<file path="src/pkg/chp_pkg.sv">
// Purpose: Shared constants and types for the CAN controller pin-level core.
// Assumes: One 200 MHz clock; protocol bit engine sits outside this core.
// Notes:   Frame data byte 0 occupies the top byte of the data field.
`default_nettype none

package chp_pkg;

    // ----------------------------------------------------------------
    // Sizes
    // ----------------------------------------------------------------
    localparam int NUM_TX       = 3;
    localparam int NUM_RXB      = 2;
    localparam int NUM_FILT     = 6;
    localparam int FILT_RX_BUFFER_0    = 2;   // Filters below this index feed buffer 0
    localparam int ID_W         = 29;
    localparam int STD_ID_W     = 11;
    localparam int DATA_W       = 64;
    localparam int DBYTE_FILT_W = 16;  // First two data bytes
    localparam int DLC_W        = 4;
    localparam int FIDX_W       = 3;
    localparam int TX_IDX_W     = 2;
    localparam int PRIO_W       = 2;
    localparam int DIV_W        = 2;
    localparam int CNT_W        = 3;
    localparam int NUM_PINS     = NUM_TX + 1;
    localparam int RX_PIN       = NUM_TX;  // Bus receive pin sits above the request pins

    // ----------------------------------------------------------------
    // Interrupt flag positions
    // ----------------------------------------------------------------
    localparam int INT_W   = 6;
    localparam int INT_RX0 = 0;
    localparam int INT_TX0 = 2;
    localparam int INT_ERR = 5;

    // ----------------------------------------------------------------
    // Reset values
    // ----------------------------------------------------------------
    localparam logic                RECESSIVE  = 1'b1;
    localparam logic [NUM_PINS-1:0] PINS_IDLE  = 4'hF;  // Pull-ups and idle bus
    localparam logic [NUM_RXB-1:0]  RXPIN_IDLE = 2'h3;

    typedef struct packed {
        logic              ide;
        logic              rtr;
        logic [ID_W-1:0]   id;
        logic [DLC_W-1:0]  dlc;
        logic [DATA_W-1:0] data;
    } chp_frame_t;

    typedef struct packed {
        logic [ID_W-1:0] id;
        logic            ext;
    } chp_filter_t;

    typedef enum logic [0:0] {
        TX_IDLE = 1'b0,
        TX_BUSY = 1'b1
    } chp_tx_state_t;

endpackage : chp_pkg

`default_nettype wire

</file>
<file path="src/rtl/chp_accept_filter.sv">
// Purpose: Acceptance match of one received frame against filters and masks.
// Assumes: Purely combinational; caller registers the result.
// Notes:   Lowest-numbered matching filter wins within each buffer group.
`default_nettype none

module chp_accept_filter (
    input  wire chp_pkg::chp_frame_t                                  i_frame,
    input  wire chp_pkg::chp_filter_t [chp_pkg::NUM_FILT-1:0]         i_filter,
    input  wire logic [chp_pkg::NUM_RXB-1:0][chp_pkg::ID_W-1:0]       i_mask,
    output logic      [chp_pkg::NUM_RXB-1:0]                          o_hit,
    output logic      [chp_pkg::NUM_RXB-1:0][chp_pkg::FIDX_W-1:0]     o_idx
);
    import chp_pkg::*;

    logic [ID_W-1:0] key;

    // ----------------------------------------------------------------
    // Compare key
    // ----------------------------------------------------------------
    function automatic logic [ID_W-1:0] make_key(input chp_frame_t f);
        if (f.ide) begin
            make_key = f.id;
        end else if (f.rtr) begin
            make_key = {f.id[STD_ID_W-1:0], {(ID_W-STD_ID_W){1'b0}}};
        end else begin
            // Standard data frames also expose their first two data bytes
            make_key = {f.id[STD_ID_W-1:0], f.data[DATA_W-1 -: DBYTE_FILT_W],
                        {(ID_W-STD_ID_W-DBYTE_FILT_W){1'b0}}};
        end
    endfunction : make_key

    always_comb begin
        key   = make_key(i_frame);
        o_hit = '0;
        o_idx = '0;
        // Descending scan so the lowest index is written last
        for (int f = NUM_FILT - 1; f >= 0; f--) begin
            if (i_filter[f].ext == i_frame.ide &&
                ((key ^ i_filter[f].id) & i_mask[(f < FILT_RX_BUFFER_0) ? 0 : 1]) == '0) begin
                o_hit[(f < FILT_RX_BUFFER_0) ? 0 : 1] = 1'b1;
                o_idx[(f < FILT_RX_BUFFER_0) ? 0 : 1] = FIDX_W'(f);
            end
        end
    end

endmodule : chp_accept_filter

`default_nettype wire

</file>
<file path="src/rtl/chp_top.sv">
// Purpose: Pin-level core of a stand-alone CAN controller: transmit
//          scheduling, acceptance into two receive buffers, pins, interrupt.
// Assumes: Bit-level protocol engine and host serial link sit outside;
//          host settings arrive as ports synchronous to i_ref_clk.
// Notes:   Request pins and bus receive pin are asynchronous and synchronised.
`default_nettype none

module chp_top #(
    parameter int PRIO_W = chp_pkg::PRIO_W
) (
    input  wire logic                                        i_ref_clk,
    input  wire logic                                        i_srst,
    input  wire logic [chp_pkg::NUM_TX-1:0]                  i_tx_request_pin_n,
    input  wire logic                                        i_bus_rx_in,
    output logic                                             o_bus_tx_out,
    output logic                                             o_prescaled_clock_out,
    output logic [chp_pkg::NUM_RXB-1:0]                      o_rx_full_pin_n,
    output logic                                             o_int_n,
    input  wire logic [chp_pkg::NUM_TX-1:0]                  i_rts_mode_req,
    output logic [chp_pkg::NUM_TX-1:0]                       o_rts_level,
    input  wire logic [chp_pkg::NUM_RXB-1:0]                 i_rxpin_int_mode,
    input  wire logic [chp_pkg::NUM_RXB-1:0]                 i_rxpin_gp_level,
    input  wire logic [chp_pkg::INT_W-1:0]                   i_int_enable,
    input  wire logic [chp_pkg::INT_W-1:0]                   i_int_clear,
    output logic [chp_pkg::INT_W-1:0]                        o_int_flags,
    input  wire logic                                        i_one_shot,
    input  wire logic [chp_pkg::NUM_TX-1:0]                  i_tx_req,
    input  wire logic [chp_pkg::NUM_TX-1:0]                  i_tx_abort,
    input  wire logic [chp_pkg::NUM_TX-1:0][PRIO_W-1:0]      i_tx_prio,
    input  wire chp_pkg::chp_frame_t [chp_pkg::NUM_TX-1:0]   i_tx_frame,
    output logic [chp_pkg::NUM_TX-1:0]                       o_tx_pending,
    output logic [chp_pkg::NUM_TX-1:0]                       o_tx_aborted,
    input  wire chp_pkg::chp_filter_t [chp_pkg::NUM_FILT-1:0] i_filter,
    input  wire logic [chp_pkg::NUM_RXB-1:0][chp_pkg::ID_W-1:0] i_mask,
    input  wire logic                                        i_rollover,
    input  wire logic [chp_pkg::NUM_RXB-1:0]                 i_rx_release,
    output chp_pkg::chp_frame_t [chp_pkg::NUM_RXB-1:0]       o_rx_buf,
    output logic [chp_pkg::NUM_RXB-1:0]                      o_rx_full,
    output logic [chp_pkg::NUM_RXB-1:0][chp_pkg::FIDX_W-1:0] o_rx_filt_idx,
    output logic                                             o_rx_overflow,
    input  wire logic                                        i_prescaled_clock_out_en,
    input  wire logic                                        i_prescaled_clock_out_sof,
    input  wire logic [chp_pkg::DIV_W-1:0]                   i_prescaled_clock_out_div,
    output logic                                             o_eng_start,
    output chp_pkg::chp_frame_t                              o_eng_frame,
    input  wire logic                                        i_eng_done,
    input  wire logic                                        i_eng_lost,
    input  wire logic                                        i_eng_error,
    input  wire logic                                        i_eng_tx_bit,
    input  wire logic                                        i_eng_bus_idle,
    output logic                                             o_eng_rx_bit,
    input  wire logic                                        i_eng_rx_valid,
    input  wire logic                                        i_eng_rx_crc_ok,
    input  wire chp_pkg::chp_frame_t                         i_eng_rx_frame
);
    import chp_pkg::*;

    // ----------------------------------------------------------------
    // Pin synchronisers
    // ----------------------------------------------------------------
    logic [NUM_PINS-1:0] sync1, sync2, sync3, pin_level, pin_prev, next_pin_level;
    logic [NUM_TX-1:0]   rts_fall;
    logic                sof_evt;

    always_comb begin
        next_pin_level = pin_level;
        for (int i = 0; i < NUM_PINS; i++) begin
            if (sync2[i] == sync3[i]) begin
                next_pin_level[i] = sync3[i];
            end
        end
    end

    always_ff @(posedge i_ref_clk) begin
        if (i_srst) begin
            sync1     <= PINS_IDLE;
            sync2     <= PINS_IDLE;
            sync3     <= PINS_IDLE;
            pin_level <= PINS_IDLE;
            pin_prev  <= PINS_IDLE;
        end else begin
            sync1     <= {i_bus_rx_in, i_tx_request_pin_n};
            sync2     <= sync1;
            sync3     <= sync2;
            pin_level <= next_pin_level;
            pin_prev  <= pin_level;
        end
    end

    // Pins idle high, so a request is the falling edge
    assign rts_fall     = pin_prev[NUM_TX-1:0] & ~pin_level[NUM_TX-1:0];
    assign sof_evt      = pin_prev[RX_PIN] & ~pin_level[RX_PIN] & i_eng_bus_idle;
    assign o_rts_level  = pin_level[NUM_TX-1:0];
    assign o_eng_rx_bit = pin_level[RX_PIN];

    // ----------------------------------------------------------------
    // Transmit scheduler
    // ----------------------------------------------------------------
    chp_tx_state_t         state, next_state;
    logic [TX_IDX_W-1:0]   cur, next_cur;
    logic                  abort_cur, next_abort_cur;
    logic [NUM_TX-1:0]     next_pending, next_aborted, req_set, clr, abort_evt, tx_done_evt;
    logic                  next_eng_start;
    chp_frame_t            next_eng_frame;

    // Highest priority wins; ties go to the higher buffer index
    function automatic logic [TX_IDX_W-1:0] pick_tx(
        input logic [NUM_TX-1:0]             pend,
        input logic [NUM_TX-1:0][PRIO_W-1:0] prio
    );
        logic found;
        found   = 1'b0;
        pick_tx = '0;
        for (int i = 0; i < NUM_TX; i++) begin
            if (pend[i] && (!found || prio[i] >= prio[pick_tx])) begin
                pick_tx = TX_IDX_W'(i);
                found   = 1'b1;
            end
        end
    endfunction : pick_tx

    always_comb begin
        next_state     = state;
        next_cur       = cur;
        next_abort_cur = abort_cur;
        next_eng_start = 1'b0;
        next_eng_frame = o_eng_frame;
        clr            = '0;
        abort_evt      = '0;
        tx_done_evt    = '0;
        // Host strobes are already on this clock; the serial link lives outside
        req_set = i_tx_req | (rts_fall & i_rts_mode_req);
        unique case (state)
            TX_IDLE: begin
                abort_evt = i_tx_abort & o_tx_pending;
                if (|(o_tx_pending & ~i_tx_abort)) begin
                    next_cur       = pick_tx(o_tx_pending & ~i_tx_abort, i_tx_prio);
                    next_eng_start = 1'b1;
                    next_eng_frame = i_tx_frame[next_cur];
                    next_abort_cur = 1'b0;
                    next_state     = TX_BUSY;
                end
            end
            TX_BUSY: begin
                // A frame on the wire cannot be cut; abort only blocks a retry
                for (int i = 0; i < NUM_TX; i++) begin
                    if (i_tx_abort[i] && o_tx_pending[i] && TX_IDX_W'(i) != cur) begin
                        abort_evt[i] = 1'b1;
                    end
                end
                if (i_tx_abort[cur]) begin
                    next_abort_cur = 1'b1;
                end
                if (i_eng_done) begin
                    clr[cur]         = 1'b1;
                    tx_done_evt[cur] = 1'b1;
                    next_state       = TX_IDLE;
                end else if (i_eng_lost || i_eng_error) begin
                    if (i_one_shot || abort_cur || i_tx_abort[cur]) begin
                        abort_evt[cur] = 1'b1;
                    end
                    next_state = TX_IDLE;
                end
            end
        endcase
        // A new request in the same cycle wins over any clear
        next_pending = (o_tx_pending & ~clr & ~abort_evt) | req_set;
        next_aborted = (o_tx_aborted & ~req_set) | abort_evt;
    end

    always_ff @(posedge i_ref_clk) begin
        if (i_srst) begin
            state        <= TX_IDLE;
            cur          <= '0;
            abort_cur    <= 1'b0;
            o_tx_pending <= '0;
            o_tx_aborted <= '0;
            o_eng_start  <= 1'b0;
            o_eng_frame  <= '0;
            o_bus_tx_out <= RECESSIVE;
        end else begin
            state        <= next_state;
            cur          <= next_cur;
            abort_cur    <= next_abort_cur;
            o_tx_pending <= next_pending;
            o_tx_aborted <= next_aborted;
            o_eng_start  <= next_eng_start;
            o_eng_frame  <= next_eng_frame;
            o_bus_tx_out <= i_eng_tx_bit;
        end
    end

    // ----------------------------------------------------------------
    // Receive acceptance and buffers
    // ----------------------------------------------------------------
    logic [NUM_RXB-1:0]              hit, store, next_full, next_pin_n;
    logic [NUM_RXB-1:0][FIDX_W-1:0]  hit_idx;
    logic                            accept, next_overflow;

    chp_accept_filter u_filter (
        .i_frame  (i_eng_rx_frame),
        .i_filter (i_filter),
        .i_mask   (i_mask),
        .o_hit    (hit),
        .o_idx    (hit_idx)
    );

    always_comb begin
        accept        = i_eng_rx_valid & i_eng_rx_crc_ok;
        store         = '0;
        // Release clears overflow, but a fresh overflow in that cycle still wins
        next_overflow = o_rx_overflow & ~(|i_rx_release);
        if (accept && hit[0]) begin
            if (!o_rx_full[0]) begin
                store[0] = 1'b1;
            end else if (i_rollover && !o_rx_full[1]) begin
                store[1] = 1'b1;
            end else begin
                next_overflow = 1'b1;
            end
        end else if (accept && hit[1]) begin
            if (!o_rx_full[1]) begin
                store[1] = 1'b1;
            end else begin
                next_overflow = 1'b1;
            end
        end
        // Store only happens into an empty buffer, so release never races it
        next_full = (o_rx_full & ~i_rx_release) | store;
        for (int b = 0; b < NUM_RXB; b++) begin
            next_pin_n[b] = i_rxpin_int_mode[b] ? ~next_full[b] : i_rxpin_gp_level[b];
        end
    end

    always_ff @(posedge i_ref_clk) begin
        if (i_srst) begin
            o_rx_buf        <= '0;
            o_rx_full       <= '0;
            o_rx_filt_idx   <= '0;
            o_rx_overflow   <= 1'b0;
            o_rx_full_pin_n <= RXPIN_IDLE;
        end else begin
            for (int b = 0; b < NUM_RXB; b++) begin
                if (store[b]) begin
                    o_rx_buf[b]      <= i_eng_rx_frame;
                    o_rx_filt_idx[b] <= hit[0] ? hit_idx[0] : hit_idx[1];
                end
            end
            o_rx_full       <= next_full;
            o_rx_overflow   <= next_overflow;
            o_rx_full_pin_n <= next_pin_n;
        end
    end

    // ----------------------------------------------------------------
    // General interrupt
    // ----------------------------------------------------------------
    logic [INT_W-1:0] int_evt, next_flags;

    always_comb begin
        int_evt                           = '0;
        int_evt[INT_RX0 +: NUM_RXB]       = store;
        int_evt[INT_TX0 +: NUM_TX]        = tx_done_evt;
        int_evt[INT_ERR]                  = i_eng_error;
        next_flags = (o_int_flags & ~i_int_clear) | int_evt;
    end

    always_ff @(posedge i_ref_clk) begin
        if (i_srst) begin
            o_int_flags <= '0;
            o_int_n     <= 1'b1;
        end else begin
            o_int_flags <= next_flags;
            o_int_n     <= ~|(next_flags & i_int_enable);
        end
    end

    // ----------------------------------------------------------------
    // Clock-out pin
    // ----------------------------------------------------------------
    logic [CNT_W-1:0] div_cnt, next_div_cnt;
    logic             div_clk, next_div_clk, sof_q, next_sof_q, next_prescaled_clock_out;

    // Output toggles every 2^sel cycles, so the pin runs at ref / 2^(sel+1)
    function automatic logic [CNT_W-1:0] half_count(input logic [DIV_W-1:0] sel);
        half_count = CNT_W'((1 << sel) - 1);
    endfunction : half_count

    always_comb begin
        next_div_cnt = div_cnt + CNT_W'(1);
        next_div_clk = div_clk;
        if (div_cnt >= half_count(i_prescaled_clock_out_div)) begin
            next_div_cnt = '0;
            next_div_clk = ~div_clk;
        end
        next_sof_q  = sof_evt | (sof_q & ~(i_eng_rx_valid | i_eng_error));
        next_prescaled_clock_out = i_prescaled_clock_out_en & (i_prescaled_clock_out_sof ? next_sof_q : next_div_clk);
    end

    always_ff @(posedge i_ref_clk) begin
        if (i_srst) begin
            div_cnt               <= '0;
            div_clk               <= 1'b0;
            sof_q                 <= 1'b0;
            o_prescaled_clock_out <= 1'b0;
        end else begin
            div_cnt               <= next_div_cnt;
            div_clk               <= next_div_clk;
            sof_q                 <= next_sof_q;
            o_prescaled_clock_out <= next_prescaled_clock_out;
        end
    end
endmodule : chp_top

`default_nettype wire
</file>
<file path="config.mk">
export PLATFORM = sky130hd
export DESIGN_NAME = chp_top
export DESIGN_NICKNAME = d
export VERILOG_FILES = /design/src/pkg/chp_pkg.sv /design/src/rtl/chp_accept_filter.sv /design/src/rtl/chp_top.sv
export SDC_FILE = /design/constraint.sdc
export NUM_CORES = 1
export LEC_CHECK = 0
export BUFFER_PORTS_ARGS = -buffer_cell sky130_fd_sc_hd__buf_2
export CORE_AREA = 2 2 398 400
export DETAILED_ROUTE_END_ITERATION = 12
export DIE_AREA = 0 0 400 402
export PLACE_DENSITY_LB_ADDON = 0.05
export REMOVE_ABC_BUFFERS = 1
export SLEW_MARGIN = 30
export SYNTH_ARGS = -nofsm -noshare
export SYNTH_HDL_FRONTEND = slang
export SYNTH_SLANG_ARGS = --single-unit
export TNS_END_PERCENT = 50
</file>
<file path="constraint.sdc">
create_clock -name i_ref_clk -period 9.55 [get_ports i_ref_clk]
set_clock_uncertainty 0.2 [all_clocks]
set_input_delay 1.91 -clock i_ref_clk [delete_from_list [all_inputs] [get_ports i_ref_clk]]
set_output_delay 1.91 -clock i_ref_clk [all_outputs]
set_load 0.005 [all_outputs]
</file>
# Word-level counts from Yosys, hierarchy flattened
# Cells that the tools add are included.
# classes
n_eq_ne,14
muxes,74
n_reduce_logical,41
addsub,2
shift,1
n_lt_le_gt_ge,8
n_bitwise,50
# ops
op,n
99-bit binary-select mux with 2-bit select,1
29-bit AND,6
29-bit logical NOT,6
29-bit XOR,6
99-bit 2-to-1 mux,1
1-bit 2-to-1 mux,43
3-bit 2-to-1 mux,10
29-bit 2-to-1 mux,1
3-bit AND,7
2-bit 2-to-1 mux,10
1-bit logical AND,18
18-bit 2-to-1 mux,1
3-bit NOT,5
6-bit AND,2
"2-bit by 3-bit less-than comparator with 1-bit output, second input constant",4
3-bit bitwise OR,4
1-bit equality test,10
2-bit binary-select mux with 2-bit select,2
1-bit NOT,7
1-bit AND,6
6-bit NOT,1
6-bit bitwise OR,1
3-bit one-hot mux with 2 select lines,1
2-bit OR reduction,3
other kinds (23),34
# totals
reg_bits,353
output_inout_bits,328

# Longest topological paths before layout
# Gate-level depths: netlist (run 1).
# depth
ltp_word,23
ltp_mapped,18
depth_no_buf,13

# Hierarchy
# A second synthesis (run 1) with hierarchy kept.
# hier_totals
cells_unflattened,2133
area_unflattened_um2,18011.0
# by_module_without_submodules
mod,area_each_um2,instances,cells_each
chp_top,14863.0,1,1783
chp_accept_filter,3148.0,1,350

# Least setup slack after synthesis (run 1)
# Ideal clock, no wire load.
# synth_path
path_type,in2reg
from,in i_tx_prio[2] (netlist bit)
to,reg o_eng_frame[0] (netlist bit)
path_slack_ns,3.836
setup_ns,0.117
t_required_ns,9.233
path_buffers,5
arrival_time_ns,5.397
stages,17
cell_sequence,inv_1 -> ha_1 -> nand2b_1 -> a211oi_1 -> nor2_1 -> clkbuf_1 -> buf_1 -> mux2_2 -> ha_1 -> nand2b_1 -> a21oi_1 -> a21boi_0 -> clkbuf_1 -> clkbuf_1 -> clkbuf_1 -> o21ai_0 -> a22o_1
# synth_between
elab_chain_len,18
word_cells_on_any_way,22
# synth_lines
item,line,source
"start, declared",chp_top.sv:29,"input wire logic [chp_pkg::NUM_TX-1:0][PRIO_W-1:0] i_tx_prio,"
2-bit binary-select mux with 2-bit select,chp_top.sv:115,if (pend[i] && (!found || prio[i] >= prio[pick_tx])) begin
2-bit 2-to-1 mux (not written as such),chp_top.sv:115,
2-bit >= comparator,chp_top.sv:115,
1-bit logical OR,chp_top.sv:115,
1-bit logical AND,chp_top.sv:115,
2-bit 2-to-1 mux,chp_top.sv:115,
2-bit 2-to-1 mux,chp_top.sv:136,if (|(o_tx_pending & ~i_tx_abort)) begin
2-bit 2-to-1 mux,chp_top.sv:133,unique case (state)
[... 2 more ...],-,
2-bit >= comparator,chp_top.sv:115,
1-bit logical OR,chp_top.sv:115,
1-bit logical AND,chp_top.sv:115,
2-bit 2-to-1 mux *,chp_top.sv:115,
2-bit 2-to-1 mux *,chp_top.sv:136,
2-bit 2-to-1 mux *,chp_top.sv:133,
99-bit binary-select mux with 2-bit select *,chp_top.sv:139,next_eng_frame = i_tx_frame[next_cur];
99-bit 2-to-1 mux (not written as such) *,chp_top.sv:139,
"end signal, assigned",chp_top.sv:188,o_eng_frame <= next_eng_frame;
"end, declared",chp_top.sv:45,"output chp_pkg::chp_frame_t o_eng_frame,"
# Every way passes the cells marked *; elsewhere a longest branch is shown, timed or not. The select of a mux whose other input is x is not followed.
# A chain may end at the register's enable or synchronous reset.

# Worst setup path in the final report (run 1)
# layout_path
from,in i_eng_rx_frame[98] (netlist bit)
to,reg o_rx_buf[64] (netlist bit)
# layout_between
elab_chain_len,9
word_cells_on_any_way,15
# layout_lines
item,line,source
"start, declared",chp_top.sv:54,input wire chp_pkg::chp_frame_t i_eng_rx_frame
29-bit 2-to-1 mux,chp_accept_filter.sv:21,if (f.ide) begin
29-bit XOR,chp_accept_filter.sv:39,((key ^ i_filter[f].id) & i_mask[(f < FILT_RX_BUFFER_0) ? 0 : 1]) == '0) begin
29-bit AND,chp_accept_filter.sv:39,
29-bit logical NOT,chp_accept_filter.sv:39,
1-bit logical AND,chp_accept_filter.sv:38,if (i_filter[f].ext == i_frame.ide &&
1-bit 2-to-1 mux,chp_accept_filter.sv:38,
1-bit 2-to-1 mux *,chp_accept_filter.sv:38,
1-bit logical AND *,chp_top.sv:213,if (accept && hit[0]) begin
1-bit 2-to-1 mux *,chp_top.sv:213,
"end signal, assigned by index",chp_top.sv:245,o_rx_buf[b] <= i_eng_rx_frame;
"end, declared",chp_top.sv:37,"output chp_pkg::chp_frame_t [chp_pkg::NUM_RXB-1:0] o_rx_buf,"
# Every way passes the cells marked *; elsewhere a longest branch is shown, timed or not.

==> results.json, run 1 <==
{
  "grt_remaining_overflow": 0,
  "cts_setup_buffers": 0,
  "cp-end-kind": "flop",
  "start_util_pct": 11.7,
  "grt_start_max_net_pins": 140,
  "clockBufferDepth": 3,
  "nNetsFinal": 3575,
  "critical_path_arrival_ns": 6.60,
  "syn2layout_area_growth_pct": 47.6,
  "met3_usage_pct": 5.86,
  "fin_area_mm2": 0.0272,
  "period_share_pct": 66.1,
  "max_freq_mhz": 158,
  "synth_top_area_cell": "dfxtp_1",
  "dr.pass1.iters": 5,
  "relSlewSlack_pct": 38.1,
  "r2r_slack_ns": 5.37,
  "grt_busiest_layer": "met2",
  "met2_usage_pct": 29.7,
  "hold_buffers": 0,
  "grt_setup_unrepaired": "no",
  "power_mw": 4.14,
  "antenna_found_initial": 125,
  "critPathKind": "in -> reg",
  "hold_viol": 0,
  "viasPerCell": 3.71,
  "syn_area_per_cell_um2": 9.60,
  "drt-initial-drc-count": 614,
  "cts_buffers": 51,
  "start_kind": "primary input",
  "synth-edff-count": 0,
  "synth_top_area_share_pct": 38.3,
  "setup_viol": 0,
  "ys_ff_latch": 353,
  "worstPathRequired_ns": 9.84,
  "die_w_um": 400,
  "ys_seq_area_share_pct": 38.3,
  "fillers": 17904,
  "track_usage_pct": 15.0,
  "cp_max_fo": 87,
  "grt_pass1_vias": 19143,
  "slew_viol_final": 0,
  "core_mm2": 0.157,
  "root_buffer": "clkbuf_16",
  "ant_nets": 0,
  "fp.dieH_um": 402,
  "dpl.hpwl_um": 107000,
  "ctsResizeCount": 0,
  "p_leak_nw": 12.1,
  "grt_pass1_wl_um": 167000,
  "post_dp_cell_area_mm2": 0.0256,
  "drive_above_1_share_pct": 40.1,
  "synthFlopType": "dfxtp_1",
  "gp_congestion": 0.871,
  "wirelength_um": 127000,
  "synth.distinct_cells": 67,
  "min_period_ns": 6.32,
  "die_area_mm2": 0.161,
  "cts.sinks": 353,
  "drv_cap": 0,
  "wire_per_inst_um": 25.4,
  "ios": 1014,
  "worstMarginPinSlew_ns": 0.928,
  "tritoncts": "done",
  "peakVddDrop_mv": 0.123,
  "clk_pin_slew_worst_paths_ns": 0.06,
  "clk_latency_ns": 0.61,
  "synth_area_mm2": 0.0184,
  "ys_async_sr_fraction_pct": 0,
  "hp-class": "reg -> reg",
  "synth_top_cells_by_area": "dfxtp_1 (38%), mux2i_1 (17%), nand2b_1 (7.6%), xnor2_1 (7.6%), a22o_1 (4.6%)",
  "outcome": "finished, final reports clean",
  "power_density_mw_per_mm2": 152,
  "num_vias": 18602,
  "met1_usage_pct": 14.5,
  "drc": 0,
  "num_rows": 146,
  "ctsHtreeMaxLevel": 2,
  "placement.io_buffers": 1013,
  "postSynthCellCount": 1921,
  "yosys_warnings": 0
}
## state kept, by name, summed over array words and instances (netlist names), 2 cells and up
signal           flops
cur                  2
div_cnt              3
o_eng_frame         99
o_int_flags          6
o_rx_buf           198
o_rx_filt_idx        6
o_rx_full            2
o_rx_full_pin_n      2
o_tx_aborted         3
o_tx_pending         3
pin_level            4
pin_prev             4
sync1                4
sync2                4
sync3                4
## power breakdown
group / internal [mW] / leakage (nW) / switching, mW
sequential: 1.53 / 2.86 / 0.0264
combinational: 0.332 / 8.47 / 0.431
clock: 1.04 / 0.750 / 0.782
total: 2.90 / 12.1 / 1.24
## per-layer routing
layer  routed length (µm)  vias up  part of all wire [%]
li1                     -     8712                     -
met3                11700      295                   9.2
met4                 2980       98                   2.3
met5                  622        -                  0.49
met2                68400      859                    54
met1                43500     8638                    34
## layout by cell type, fill, tap and decap left out, drive strengths merged, types with 8 or more instances in the layout
| master | n |
|---|---|
| xnor2 | 160 |
| nor2 | 128 |
| nand2 | 126 |
| o21ai | 107 |
| a22oi | 55 |
| nand3b | 8 |
| nand2b | 224 |
| nor3b | 17 |
| buf | 1030 |
| ha | 8 |
| clkinv | 8 |
| dfxtp | 353 |
| a22o | 96 |
| a21oi | 46 |
| nand4 | 17 |
| diode | 26 |
| or2 | 20 |
| nor2b | 10 |
| inv | 13 |
| a221oi | 13 |
| mux2i | 323 |
| clkbuf | 74 |
## worst paths after layout
kind,startpoint,endpoint,cells after the start
worst max-delay path,i_eng_rx_frame[98],o_rx_buf[64],12
worst min-delay path,sync1[2],sync2[2],1
worst max register to register,o_tx_pending[1],o_eng_frame[38],10
worst min register to register,sync1[2],sync2[2],1
## per-stage QoR
stage	utilization [%]	instances	setup TNS [ns]	setup WS (ns)	hold slack, ns
floorplan	-	1798	-946.86	-9.54	0.189
global placement	16.3	4900	0	2.49	0.200
detailed placement	16.3	4900	0	2.43	0.194
CTS	17.3	4987	0	3.14	0.208
global route	17.3	5001	0	2.86	0.226
finish	17.3	5013	0	3.23	0.207
## cell usage after synthesis, types with 9 or more instances
library cell  number
xnor2_1          160
nor2_1           126
nand2b_1         224
nand2_1          126
inv_1             11
a21oi_4            9
nand4_1           16
a221oi_1          12
dfxtp_1          353
nor2b_1           10
nor3b_1           17
o21ai_0          106
a22o_1            96
a21oi_1           30
clkbuf_1          83
buf_1             11
buf_12             9
or2_2             20
buf_6             12
a22oi_1           55
mux2i_1          312
## area by class of cell
cell class / instances / area (µm²) / share of cell area, %
repair buffers: 1030 / 5250 / 19.3
well taps: 2072 / 2590 / 9.52
diodes: 26 / 65.1 / 0.239
inverters: 11 / 41.3 / 0.152
flip-flops and latches: 353 / 7070 / 26.0
clock buffers: 74 / 1430 / 5.26
multi-input cells: 1434 / 10700 / 39.1
clock inverters: 13 / 118 / 0.432
## cells by family (layout without fill, tap and decap cells)
logic type	after synthesis	after routing	share of synthesized area, %
AO/OA/AOI/OAI	364	364	14.6
XOR/XNOR	160	160	7.60
adder cells (fa/ha/maj)	8	8	0.543
buffers and inverters	134	1128	4.13
flip-flops	353	353	38.3
multiplexers	325	325	18.3
other	0	26	0
AND/OR/NAND/NOR	577	577	16.6
## worst max-delay path, cell delays in order
cell and delay (ns):
buf_4 0.40, buf_4 0.72, nor3b_1 0.17, a21oi_4 0.50, mux2i_1 0.33, a2111oi_2 0.49
nand4_1 0.36, nor4_4 0.52, nor2_4 0.25, buf_12 0.34, mux2i_1 0.29, nor2_1 0.05
No activity file was read; power rests on OpenSTA's default activity.
==> run 2, diff against run 1 <==
--- a/config.mk
+++ b/config.mk
@@ -6,9 +6,9 @@
 export NUM_CORES = 1
 export LEC_CHECK = 0
 export BUFFER_PORTS_ARGS = -buffer_cell sky130_fd_sc_hd__buf_2
-export CORE_AREA = 2 2 398 400
+export CORE_AREA = 2 2 391 393
 export DETAILED_ROUTE_END_ITERATION = 12
-export DIE_AREA = 0 0 400 402
+export DIE_AREA = 0 0 393 395
 export PLACE_DENSITY_LB_ADDON = 0.05
 export REMOVE_ABC_BUFFERS = 1
 export SLEW_MARGIN = 30
==> constraint.sdc (replaced) <==
create_clock -name i_ref_clk -period 6.5 [get_ports i_ref_clk]
set_clock_uncertainty 0.2 [all_clocks]
set_input_delay 1.3 -clock i_ref_clk [delete_from_list [all_inputs] [get_ports i_ref_clk]]
set_output_delay 1.3 -clock i_ref_clk [all_outputs]
set_load 0.005 [all_outputs]
==> run 2 against run 1 <==
  * Final area grew 0.77%
  * Combinational power increased by 49%
  * Hold slack got worse by 0.0029 ns
  * Die area fell by 3.5%
  * Largest power group unchanged
==> results.json, run 2 (synthesized netlist as in run 1, its figures left out) <==
{
  "p_leak_nw": 12.2,
  "fin_ws_ns": 0.939,
  "track_usage_pct": 15.1,
  "cp_max_fo": 32,
  "gp_congestion": 0.840,
  "worstMarginPinSlew_ns": 0.973,
  "num_vias": 18514,
  "grt_setup_unrepaired": "no",
  "min_to": "sync2[2]",
  "hold_depth": 1,
  "r2r_slack_ns": 2.95,
  "wirelength_um": 123000,
  "largestRegisters": "o_rx_buf x198, o_eng_frame x99",
  "holdWs_ns": 0.205,
  "core_mm2": 0.151,
  "cts_setup_buffers": 0,
  "final_common_cell": "buf_2",
  "clk_latency_ns": 0.61,
  "fin_cells": 4991,
  "dp_slack_ns": -0.0523,
  "outcome": "finished, final reports clean",
  "power_density_mw_per_mm2": 228,
  "grt_remaining_overflow": 0,
  "drt-initial-drc-count": 550,
  "die_w_um": 393,
  "largest_register_ffs": 198,
  "slew_viol_final": 0,
  "hold_buffers": 0,
  "critPathKind": "in -> reg",
  "critical_path_arrival_ns": 5.93,
  "hp-start": "sync1[2]",
  "syn2layout_area_growth_pct": 48.7,
  "viasPerCell": 3.71,
  "dpl.hpwl_um": 105000,
  "fin_util_pct": 18.1,
  "drv_cap": 0,
  "reg2regPathDepth": 12,
  "dr.pass1.iters": 5,
  "hold_viol": 0,
  "min_period_ns": 5.56,
  "ios": 1014,
  "mostFrequentLayoutCells": "buf_2 (1,011), dfxtp_1 (353), mux2i_1 (312)",
  "worstPathRequired_ns": 6.87,
  "clockBufferDepth": 3,
  "post_dp_cell_area_mm2": 0.0257,
  "start_util_pct": 12.2,
  "root_buffer": "clkbuf_16",
  "r2r_start": "o_tx_pending[0]",
  "placement.io_buffers": 1013,
  "die_area_mm2": 0.155,
  "placedCellCount": 4869,
  "antenna_found_initial": 114,
  "num_rows": 143,
  "grt_pass1_vias": 19693,
  "drc": 0,
  "setup_viol": 0,
  "nNetsFinal": 3587,
  "fin_area_mm2": 0.0274,
  "ctsResizeCount": 0,
  "cts_buffers": 52,
  "peakVddDrop_mv": 0.222,
  "ctsHtreeMaxLevel": 2,
  "hp-class": "reg -> reg",
  "wire_per_inst_um": 24.7,
  "grt_start_max_net_pins": 134,
  "clk_pin_slew_worst_paths_ns": 0.05,
  "tritoncts": "done",
  "cts.sinks": 353,
  "start_kind": "primary input",
  "cp-end-kind": "flop",
  "relSlewSlack_pct": 35.2,
  "ant_nets": 0,
  "grt_pass1_wl_um": 163000,
  "drive_above_1_share_pct": 40.4,
  "regMostFlops": "o_rx_buf",
  "period_share_pct": 85.6,
  "max_freq_mhz": 180,
  "fp.dieH_um": 395,
  "rr_endpoint": "o_eng_frame[95]",
  "fillers": 17075
}
-- run 2: per-layer routing --
metal  vias up  global-route usage [%]  part of all wire, %
li1       8759                       -                    -
met1      8596                    14.9                   35
met2       825                    29.7                   54
met3       268                    4.90                  7.9
met4        66                    3.80                  2.8
met5         -                       0                 0.32
-- run 2: power by group --
group / switching [mW] / total, mW / internal [mW]
clock: 1.14 / 2.82 / 1.69
sequential: 0.0396 / 2.28 / 2.24
combinational: 0.644 / 1.14 / 0.494
total: 1.82 / 6.24 / 4.42
-- run 2: cell type report --
cell class                 instances  area, µm²  area share (%)
antenna                           29       72.6           0.265
clock buffer                      83       1570            5.72
clock inverter                    10        108           0.392
inverter                          11       41.3           0.151
multi-input combinational       1434      10700            38.8
sequential                       353       7070            25.8
tap                             2030       2540            9.26
timing repair buffer            1041       5380            19.6
-- run 2: through the flow --
| stage | setup TNS, ns | total power [mW] |
|---|---|---|
| finish | 0 | 6.24 |
| global route | 0 | 6.57 |
| CTS | 0 | 6.44 |
| detailed placement | -0.540 | 3.51 |
| global placement | -0.0314 | 3.51 |
| floorplan | -1214.90 | 2.84 |
-- run 2: worst max path at each step --
stage | start | slack (ns) | depth (start not counted) | end
floorplan | i_tx_prio[2] | -11.98 | 13 | o_eng_frame[25]
global placement | i_eng_rx_frame[98] | -0.005 | 11 | o_rx_buf[118]
detailed placement | i_eng_rx_frame[98] | -0.05 | 11 | o_rx_buf[115]
CTS | i_eng_rx_frame[98] | 0.64 | 11 | o_rx_buf[169]
global route | i_eng_rx_frame[98] | 0.60 | 11 | o_rx_buf[120]
finish | i_eng_rx_frame[98] | 0.94 | 11 | o_rx_buf[169]
-- run 2: critical path, stage by stage --
cell       delay [ns]
buf_4            0.46
nor3b_1          0.16
a21oi_4          0.50
mux2i_1          0.30
a2111oi_2        0.88
nand4_1          0.47
nor2_2           0.32
nor2_1           0.16
o2bb2ai_4        0.61
buf_4            0.42
mux2i_1          0.24
==> run 3, diff against run 2 <==
--- a/config.mk
+++ b/config.mk
@@ -9,7 +9,7 @@
 export CORE_AREA = 2 2 391 393
 export DETAILED_ROUTE_END_ITERATION = 12
 export DIE_AREA = 0 0 393 395
-export PLACE_DENSITY_LB_ADDON = 0.05
+export PLACE_DENSITY = 0.3
 export REMOVE_ABC_BUFFERS = 1
 export SLEW_MARGIN = 30
 export SYNTH_ARGS = -nofsm -noshare
==> run 3 against run 2 <==
  * Via count fell by 1.3%
  * Critical path depth rose by 1
  * Count of clock-buffer cells in the layout fell by 3
  * Final area fell by 0.15%
  * Sequential cell count did not move
  * Clock power fell by 3%
  * Utilization barely moved
  * Power fell by 1.6%
  * Cell count fell by 0.18%
  * Critical endpoint is now o_rx_buf[183]
  * Largest cell class unchanged
==> results.json, run 3 (synthesized netlist as in run 1, its figures left out) <==
{
  "drt-initial-drc-count": 798,
  "mostFrequentLayoutCells": "buf_2 (1,011), dfxtp_1 (353), mux2i_1 (312)",
  "switching_share_pct": 29.1,
  "r2r_slack_ns": 2.81,
  "cp-end-kind": "flop",
  "start_util_pct": 12.2,
  "holdWs_ns": 0.205,
  "grt_remaining_overflow": 0,
  "grt_start_max_net_pins": 247,
  "crit_slowest_cell": "o2bb2ai_4",
  "ios": 1014,
  "regMostFlops": "o_rx_buf",
  "power_density_mw_per_mm2": 224,
  "clk_latency_ns": 0.60,
  "power_mw": 6.15,
  "core_mm2": 0.151,
  "grt_pass1_wl_um": 155000,
  "crit_path_cell_trace": "buf_4, buf_12, nor3b_1, a21oi_2, mux2i_1, a221oi_1, nand4_1, nor2_2, nor2_1, o2bb2ai_4, buf_4, mux2i_1",
  "largestRegisters": "o_rx_buf x198, o_eng_frame x99",
  "hp-class": "reg -> reg",
  "antenna_found_initial": 100,
  "fp.dieH_um": 395,
  "worstPathRequired_ns": 6.81,
  "internal_power_mw": 4.36,
  "die_w_um": 393,
  "pwr-share-seq_pct": 37.1,
  "crit_path_max_incr_delay_ns": 0.73,
  "hold_buffers": 0,
  "clock_power_share_pct": 44.7,
  "min_period_ns": 5.16,
  "dr.pass1.iters": 5,
  "cts.sinks": 353,
  "viasPerCell": 3.67,
  "setup_viol": 0,
  "start_kind": "primary input",
  "setup_tns_ns": 0,
  "path_buf_inv": 3,
  "tritoncts": "done",
  "reg2regPathDepth": 11,
  "largest_register_ffs": 198,
  "critPathKind": "in -> reg",
  "ctsResizeCount": 0,
  "grt_setup_unrepaired": "no",
  "power_frac_comb_pct": 18.2,
  "p_leak_nw": 12.2,
  "die_area_mm2": 0.155,
  "hold_viol": 0,
  "wire_per_inst_um": 23.7,
  "num_vias": 18265,
  "peakVddDrop_mv": 0.160,
  "drv_cap": 0,
  "relSlewSlack_pct": 40.2,
  "cp_max_fo": 30,
  "root_buffer": "clkbuf_16",
  "syn2layout_area_growth_pct": 48.5,
  "gp_congestion": 0.861,
  "switchingPower_mw": 1.79,
  "dpl.hpwl_um": 99700,
  "drc": 0,
  "grt_pass1_vias": 18465,
  "slew_viol_final": 0,
  "final_common_cell": "buf_2",
  "outcome": "finished, final reports clean",
  "wirelength_um": 118000,
  "cts_buffers": 50,
  "ant_nets": 0,
  "hp-start": "sync1[1]",
  "track_usage_pct": 14.4,
  "fin_ws_ns": 1.34,
  "cts_setup_buffers": 0,
  "r2r_start": "o_tx_pending[0]",
  "rr_endpoint": "o_eng_frame[0]",
  "drive_above_1_share_pct": 40.4,
  "worstMarginPinSlew_ns": 0.896,
  "num_rows": 143,
  "nNetsFinal": 3589,
  "path_delay_family": "compound AO/OA/AOI/OAI gates",
  "dp_slack_ns": 0.539,
  "clk_pin_slew_worst_paths_ns": 0.05,
  "ctsHtreeMaxLevel": 2,
  "period_share_pct": 79.4,
  "hold_depth": 1,
  "critical_path_arrival_ns": 5.48,
  "clockBufferDepth": 3,
  "placement.io_buffers": 1013,
  "min_to": "sync2[1]",
  "max_freq_mhz": 194
}
## run 3: changes by cell type in the layout (fill, tap and decap cells not counted), moves of 2 or more
| cell | delta |
|---|---|
| inv_6 | +2 |
| buf_4 | +2 |
| clkbuf_1 | +3 |
| inv_16 | -2 |
| clkinv_2 | -2 |
| diode_2 | -12 |
| clkbuf_16 | -3 |
| clkbuf_8 | -3 |
## run 3: area by class of cell
cell class | instances | area, µm²
tap | 2030 | 2540
multi-input combinational | 1434 | 10700
fill | 17172 | 124000
clock buffer | 80 | 1460
antenna | 17 | 42.5
sequential | 353 | 7070
timing repair buffer | 1045 | 5440
inverter | 11 | 41.3
clock inverter | 12 | 138
## run 3: worst max path at each step
stage          depth (start not counted)                from         endpoint
2_1_floorplan                         13        i_tx_prio[2]  o_eng_frame[25]
3_3_place_gp                          12  i_eng_rx_frame[98]    o_rx_buf[116]
3_5_place_dp                          12  i_eng_rx_frame[98]    o_rx_buf[186]
4_1_cts                               12  i_eng_rx_frame[98]    o_rx_buf[183]
5_1_grt                               12  i_eng_rx_frame[98]    o_rx_buf[116]
6_report                              12  i_eng_rx_frame[98]    o_rx_buf[183]
## run 3: power groups by stage
stage / registers, mW / logic [mW] / clock network, mW
4_1_cts: 2.28 / 1.15 / 2.89
3_3_place_gp: 2.33 / 1.15 / 0
3_5_place_dp: 2.33 / 1.14 / 0
5_1_grt: 2.29 / 1.22 / 2.97
2_1_floorplan: 2.33 / 0.506 / 0
6_report: 2.28 / 1.12 / 2.74
## run 3: metal layers
metal  track usage [%]  part of all wire, %  vias to the layer above
li1                  -                    -                     8741
met1              14.3                   35                     8412
met2              28.0                   54                      799
met3              4.83                  8.1                      249
met4              4.18                  3.1                       64
met5                 0                 0.32                        -
## run 3: metrics by stage
stage | utilization (%) | cell area [µm²] | std cells
floorplan | - | 17700 | 1798
global placement | 17.0 | 25700 | 4872
detailed placement | 17.0 | 25700 | 4872
CTS | 18.1 | 27300 | 4964
global route | 18.1 | 27400 | 4974
finish | 18.1 | 27400 | 4982
